===== config.mk =====
export PLATFORM = sky130hd
export DESIGN_NAME = ir_carrier_modulator
export DESIGN_NICKNAME = d
export VERILOG_FILES = /design/src/rtl/ir_carrier_modulator.v /design/src/rtl/mod_tick_gen.v /design/src/rtl/eoc_flag.v
export VERILOG_INCLUDE_DIRS = /design/src /design/src/rtl
export SDC_FILE = /design/constraint.sdc
export NUM_CORES = 1
export LEC_CHECK = 0
export BUFFER_PORTS_ARGS = -buffer_cell sky130_fd_sc_hd__buf_2
export CAP_MARGIN = 0
export CORE_MARGIN = 5
export CORE_UTILIZATION = 27
export CTS_BUF_LIST = sky130_fd_sc_hd__clkbuf_4
export CTS_CLUSTER_SIZE = 24
export DETAILED_ROUTE_END_ITERATION = 16
export SKIP_CTS_REPAIR_TIMING = 1
export SLEW_MARGIN = 20
export SYNTH_ARGS = -nofsm -noshare
export SYNTH_HDL_FRONTEND = slang
export SYNTH_HIERARCHICAL = 1
export SYNTH_SLANG_ARGS = --single-unit

===== constraint.sdc =====
create_clock -name clock -period 9.1 [get_ports clock]
set_input_delay 1.82 -clock clock [delete_from_list [all_inputs] [get_ports clock]]
set_output_delay 1.82 -clock clock [all_outputs]
set_load 0.05 [all_outputs]

===== src/rtl/ir_carrier_modulator_map.vh =====
// constants for the infrared carrier modulator: widths, prescale value, reset values
// assumes inclusion by the modulator files and the testbench
`ifndef IR_CARRIER_MODULATOR_MAP_VH
`define IR_CARRIER_MODULATOR_MAP_VH

`define MOD_PERIOD_W     16
`define MOD_COUNT_W      17
`define MOD_PRESCALE     3'h7
`define MOD_PERIOD_RST   16'h0000
`define MOD_COUNT_RST    17'h00000
`define MOD_BYTE_W       8

`endif


===== src/rtl/ir_carrier_modulator.v =====
// infrared carrier modulator: mark/space timer, gate, output stage and end-of-cycle flag
// assumes register bytes are written by the surrounding register file and held stable
// Notes on behaviour
// - a 17-bit down counter loads mark period with a zero sign bit
// - gate stays open while the counter is not negative, passing the carrier
// - on underflow gate closes; complement of counter compared to space register
// - on match gate reopens, counter and space register reload while enabled, else the timer goes idle
// - a zero space register matches at once, no space interval
// - timer runs while the enable bit is set or a cycle is still active
// - time and baseband count input clock divided by eight; mark is value plus one
// - time mode gates the carrier to the output during marks
// - baseband output is high during mark, low during space
// - dual-carrier mode counts carrier clocks, space follows the mark directly
// - dual-carrier mode swaps primary and secondary sets at each space end
// - zero space in dual-carrier mode switches frequency without gap or glitch
// - extended space makes each period all space from the next reload
// - clearing extended space resumes marks at the next period
// - extended space in dual-carrier still counts carrier and alternates sets
// - enabled or active modulator drives the pin, disabled idle pin follows the latch bit
// - a polarity bit selects active high or active low pin
// - flag sets on enable from idle and on each reload while enabled
// - re-enable before cycle end sets the flag only at that cycle's end
// - no flag at the end of the final cycle after disable
// - flag clears after status read followed by low mark or space access
// - interrupt request while flag and its enable are set
// - carrier bypass holds the carrier to the modulator high
// - with enable clear and the modulator idle the latch bit, through the polarity bit, sets the pin level
`timescale 1ns/10ps
`include "ir_carrier_modulator_map.vh"
module ir_carrier_modulator (
  input  wire                        clock,
  input  wire                        rstn,
  input  wire [`MOD_BYTE_W-1:0]      mark_period_high_byte,
  input  wire [`MOD_BYTE_W-1:0]      mark_period_low_byte,
  input  wire [`MOD_BYTE_W-1:0]      space_period_high_byte,
  input  wire [`MOD_BYTE_W-1:0]      space_period_low_byte,
  input  wire                        modulator_carrier_enable,
  input  wire                        carrier_bypass_select,
  input  wire                        dual_carrier_select,
  input  wire                        extended_space_enable,
  input  wire                        end_of_cycle_irq_enable,
  input  wire                        output_latch_bit,
  input  wire                        output_polarity,
  input  wire                        modulator_input_clock,
  input  wire                        carrier_signal,
  input  wire                        status_read,
  input  wire                        low_byte_access,
  output reg                         infrared_output_pin,
  output reg                         secondary_select,
  output wire                        end_of_cycle_flag,
  output wire                        end_of_cycle_irq,
  output wire                        modulator_active
);
  localparam ST_IDLE  = 2'h0;
  localparam ST_MARK  = 2'h1;
  localparam ST_SPACE = 2'h2;

  reg [1:0]                state_r;
  reg [1:0]                state_nxt;
  reg [`MOD_COUNT_W-1:0]   count_r;
  reg [`MOD_COUNT_W-1:0]   count_nxt;
  reg [`MOD_PERIOD_W-1:0]  space_r;
  reg                      exspace_r;
  reg                      mod_out;
  reg                      reload;
  reg                      start;

  wire                     tick;
  wire                     fsk_mode;
  wire                     gated_carrier;
  wire                     space_match;
  wire [`MOD_PERIOD_W-1:0] mark_val;
  wire [`MOD_PERIOD_W-1:0] space_val;

  assign mark_val  = {mark_period_high_byte, mark_period_low_byte};
  assign space_val = {space_period_high_byte, space_period_low_byte};
  assign fsk_mode  = dual_carrier_select && !carrier_bypass_select;
  assign gated_carrier = carrier_bypass_select ? 1'b1 : carrier_signal;
  // comparator sees the complement of the counter low half
  assign space_match = (~count_r[`MOD_PERIOD_W-1:0]) == space_r;
  assign modulator_active = (state_r != ST_IDLE);

  // counting stays alive after disable so the last cycle completes
  mod_tick_gen u_tick (
    .clock          (clock),
    .rstn           (rstn),
    .run            (modulator_carrier_enable || modulator_active),
    .count_carrier  (fsk_mode),
    .clk_strobe     (modulator_input_clock),
    .carrier_signal (carrier_signal),
    .tick           (tick)
  );

  always @* begin
    state_nxt = state_r;
    count_nxt = count_r;
    reload    = 1'b0;
    start     = 1'b0;
    case (state_r)
      ST_IDLE: begin
        if (modulator_carrier_enable) begin
          start     = 1'b1;
          reload    = 1'b1;
          state_nxt = ST_MARK;
          count_nxt = {1'b0, mark_val};
        end
      end
      ST_MARK: begin
        if (tick) begin
          count_nxt = count_r - 17'h00001;
          // underflow sets the sign bit; space starts at once
          if (count_r == `MOD_COUNT_RST)
            state_nxt = ST_SPACE;
        end
      end
      ST_SPACE: begin
        // an all-zero space register matches on entry
        if (space_match) begin
          if (modulator_carrier_enable) begin
            reload    = 1'b1;
            state_nxt = ST_MARK;
            count_nxt = {1'b0, mark_val};
          end else begin
            state_nxt = ST_IDLE;
            count_nxt = `MOD_COUNT_RST;
          end
        end else if (tick) begin
          count_nxt = count_r - 17'h00001;
        end
      end
      default: begin
        state_nxt = ST_IDLE;
        count_nxt = `MOD_COUNT_RST;
      end
    endcase
  end

  always @(posedge clock or negedge rstn) begin
    if (!rstn) begin
      state_r          <= ST_IDLE;
      count_r          <= `MOD_COUNT_RST;
      space_r          <= `MOD_PERIOD_RST;
      exspace_r        <= 1'b0;
      secondary_select <= 1'b0;
    end else begin
      state_r <= state_nxt;
      count_r <= count_nxt;
      if (reload) begin
        space_r   <= space_val;
        exspace_r <= extended_space_enable;
      end
      // swap sets at each period end, also during extended space
      if (state_r == ST_SPACE && space_match && fsk_mode)
        secondary_select <= ~secondary_select;
      else if (state_r == ST_IDLE)
        secondary_select <= 1'b0;
    end
  end

  // modulator output; extended space suppresses the mark
  always @* begin
    if (state_r != ST_MARK || exspace_r)
      mod_out = 1'b0;
    else
      mod_out = gated_carrier;
  end

  // flag only at start from idle or reload while enabled
  eoc_flag u_eoc (
    .clock           (clock),
    .rstn            (rstn),
    // a re-enable inside a running cycle is not a start, so the flag waits
    .set_pulse       (reload && (start || modulator_carrier_enable)),
    .status_read     (status_read),
    .low_byte_access (low_byte_access),
    .irq_enable      (end_of_cycle_irq_enable),
    .flag_r          (end_of_cycle_flag),
    .irq             (end_of_cycle_irq)
  );

  // registered pin; latch xor polarity rules when disabled and idle
  always @(posedge clock or negedge rstn) begin
    if (!rstn)
      infrared_output_pin <= 1'b0;
    else if (modulator_carrier_enable || modulator_active)
      infrared_output_pin <= mod_out ^ output_polarity;
    else
      infrared_output_pin <= output_latch_bit ^ output_polarity;
  end
endmodule


===== src/rtl/mod_tick_gen.v =====
// tick generator: one pulse every eight modulator input clock pulses, or per carrier rise
// assumes the input clock strobe and carrier are synchronous to clock
`timescale 1ns/10ps
`include "ir_carrier_modulator_map.vh"
module mod_tick_gen (
  input  wire       clock,
  input  wire       rstn,
  input  wire       run,
  input  wire       count_carrier,
  input  wire       clk_strobe,
  input  wire       carrier_signal,
  output wire       tick
);
  reg [2:0] div_r;
  reg       car_d_r;
  wire      div_tick;
  wire      car_tick;

  assign div_tick = clk_strobe && (div_r == `MOD_PRESCALE);
  assign car_tick = carrier_signal && !car_d_r;
  assign tick     = run && (count_carrier ? car_tick : div_tick);

  always @(posedge clock or negedge rstn) begin
    if (!rstn) begin
      div_r   <= 3'h0;
      car_d_r <= 1'b0;
    end else begin
      car_d_r <= carrier_signal;
      if (!run)
        div_r <= 3'h0;
      else if (clk_strobe)
        div_r <= div_r + 3'h1;
    end
  end
endmodule


===== src/rtl/eoc_flag.v =====
// end-of-cycle flag with read-then-access clear and interrupt request
// assumes the bus strobes are single-cycle pulses synchronous to clock
`timescale 1ns/10ps
module eoc_flag (
  input  wire       clock,
  input  wire       rstn,
  input  wire       set_pulse,
  input  wire       status_read,
  input  wire       low_byte_access,
  input  wire       irq_enable,
  output reg        flag_r,
  output wire       irq
);
  reg armed_r;

  always @(posedge clock or negedge rstn) begin
    if (!rstn) begin
      flag_r  <= 1'b0;
      armed_r <= 1'b0;
    end else begin
      // a set in the clear cycle wins
      if (set_pulse)
        flag_r <= 1'b1;
      else if (armed_r && low_byte_access)
        flag_r <= 1'b0;
      if (status_read && flag_r)
        armed_r <= 1'b1;
      else if (low_byte_access || !flag_r)
        armed_r <= 1'b0;
    end
  end

  assign irq = flag_r && irq_enable;
endmodule


==> impl_metrics.toml <==
[floorplanning]
die_x_um = 111
core-area_mm2 = 0.00982
start_util_pct = 27.9
die_h_um = 111
die_area_mm2 = 0.0122
rows = 36
io_pins = 50

[synthesis]
ys.flop_type = "dfrtp_1"
netlist-cell-type-count = 51
netlist_area_mm2 = 0.00274
synthesis.instances = 276
ys_warn_count = 6
ys_async_sr_fraction_pct = 100
synth-seq-cells = 44
seq_area_frac_synth_pct = 40.3
synth_area_per_cell_um2 = 9.91
synth_edf_count = 0
synth_nets = 324

[min_path]
hold_depth = 1
hold_path_end = "exspace_r"
worstHoldStart = "exspace_r"
hold_path.class = "reg2reg"

[pwr]
leakage_uw = 0.00149
p_per_area_mw_per_mm2 = 172
vdd_drop_max_v = 0.0000557
power_uw = 536

[drt]
wire_per_inst_um = 16.0
drc = 0
wl_um = 7160
vias = 2282
via_per_inst = 5.09
ant_nets = 0
first_pass_iters = 4
drt_iter0_markers = 175

[cts]
cts_tree = "built"
clk_latency_ns = 0.38
h-tree-depth = 2
clock-sinks = 44
clock_path_buffers = 2
clkSlewWorstSetupHoldPaths_ns = 0.13
cts_made_buffers = 5
root_buffer = "clkbuf_4"

[sta]
max_freq_mhz = 216
finalCriticalPeriod_ns = 4.62
max_slew.worst_pin.slew_ns = 0.823
hold_viol = 0
slew_headroom_pct = 44.6
rsz0062_at_grt = "no"
post-route-period-util_pct = 50.8
tns_ns = 0
finalMaxSlewViolations = 0
finClkSkew_ns = 0.0138
setup_slack_ns = 4.48
finalSetupViolCount = 0

[finish]
utilization_pct = 31.8
layout.nets = 362
areaGrowthSynthToFinish_pct = 14.0
antenna_cells = 0
drive_above_1_share_pct = 27.0
final_cells = 448

[worst_setup_path]
rrSetupSlack_ns = 5.06
cp.arrival_ns = 4.94
rr_endpoint = "count_r[14]"
crit_required_ns = 9.42
crit_type = "in2reg"
endpoint_kind = "flip-flop"
r2r_start = "state_r[0]"
ff2ff_path_depth = 10
worstPathMaxFanout = 13
cp-start-kind = "primary input"

[grt]
grt_pass1_wl_um = 12000
antenna_found_initial = 0
globalRouteOverflowTotal = 0
grt_max_degree = 45
track_usage_pct = 11.7
grt_pass1_vias = 2272

[placement]
port_buffers = 49
dp_hpwl_um = 5210
gp_congestion = 0.873
pre_cts_slack_ns = 4.12
dp.cells = 440

[run]
cap_viol_max_count = 0

[run_status]
outcome = "complete, no violations"
metrics by stage:
stage,instance area (um2),hold WS [ns]
final,3120,0.527
after global routing,3120,0.546
after CTS,3120,0.533
after detailed placement,3050,0.499
after global placement,3050,0.493
after floorplan,2740,0.481
metal layers:
metal	up-vias	share of wire, %	routed length (um)	GRT usage [%]
met2	64	48	3440	18.6
met1	1123	46	3330	16.5
met5	-	0	0	0
met4	0	0.63	45	2.71
met3	5	4.8	347	2.40
li1	1090	-	-	-
sequential cells by signal, indices dropped and copies added, names as in the netlist:
name and cells:
count_r 17, space_r 16, u_tick/div_r 3, state_r 2, exspace_r 1, infrared_output_pin 1, secondary_select 1, u_eoc/armed_r 1
u_eoc/flag_r 1, u_tick/car_d_r 1
where the power goes:
| group | leakage (uW) | total [uW] | internal (uW) | switching (uW) |
|---|---|---|---|---|
| logic | 0.000890 | 146 | 74.2 | 71.4 |
| clock network | 0.0000363 | 106 | 37.1 | 68.9 |
| registers | 0.000564 | 284 | 225 | 59.0 |
| total | 0.00149 | 536 | 337 | 199 |
cell usage after synthesis (all sizes together), types with 4 or more instances:
master	count	area, um2
nor2	20	75.1
a221o	12	120
mux2	17	191
dfrtp	44	1100
and2	4	25.0
nor2b	6	37.5
buf	13	77.6
nor3	8	40.0
inv	5	18.8
xnor2	5	43.8
a21o	4	30.0
xor2	23	201
nand2	18	67.6
a211o	5	43.8
a21oi	7	35.0
nand4	6	37.5
or4	4	37.5
nor4	8	77.6
o21ai	13	65.1
clkbuf	6	22.5
worst max-delay path by stage:
stage	startpoint	depth (start not counted)	slack (ns)	end
after floorplan	modulator_carrier_enable	10	5.02	count_r[14]
after global placement	modulator_carrier_enable	10	4.24	count_r[14]
after detailed placement	modulator_carrier_enable	10	4.12	count_r[14]
after CTS	modulator_carrier_enable	10	4.50	count_r[14]
after global routing	modulator_carrier_enable	10	4.33	count_r[14]
final	modulator_carrier_enable	10	4.48	count_r[14]
critical path, stage by stage:
cell	delay, ns
buf_2	0.11
nor2_1	0.58
clkinv_1	0.52
nand4b_1	0.23
nand2_1	0.20
nand3b_1	0.44
nor4_2	0.14
or4b_2	0.63
a21oi_1	0.15
a211o_1	0.11
final cells by class:
cell class	instances	area [um2]
clock buffers	7	52.6
clock inverters	1	8.76
fillers	1097	6700
inverters	6	22.5
multi-input cells	207	1510
flip-flops and latches	44	1100
well taps	133	166
repair buffers	50	255
cells by family after synthesis:
kind of cell / count (synthesis) / share of synthesized area [%]
buf+inv: 25 / 4.48
compound gates: 60 / 16.4
xor+xnor: 28 / 8.97
simple gates: 97 / 20.8
fa+ha+maj: 3 / 1.37
mux: 19 / 7.73
flops: 44 / 40.3
placed cells by master (no fill, tap or decap), types with 3 or more instances in the layout:
cell type,Yosys,layout
o21ai_0,13,13
a21oi_1,7,7
dfrtp_1,44,44
o211ai_1,3,3
nor3_1,8,8
nor4_1,5,5
o31ai_1,3,3
nand4_1,6,6
nor2_1,20,20
nand2b_1,3,3
inv_1,5,5
nand2_1,18,18
nor3b_1,3,3
nand3_1,3,3
a221o_1,12,12
a22o_1,3,3
and2_1,4,4
clkbuf_4,0,7
mux2_2,17,17
a211o_1,5,5
buf_2,11,48
xnor2_1,5,5
ha_1,3,3
xor2_1,23,23
a21o_1,4,4
nor2b_1,6,6
Power figures use the tool's default switching activity.
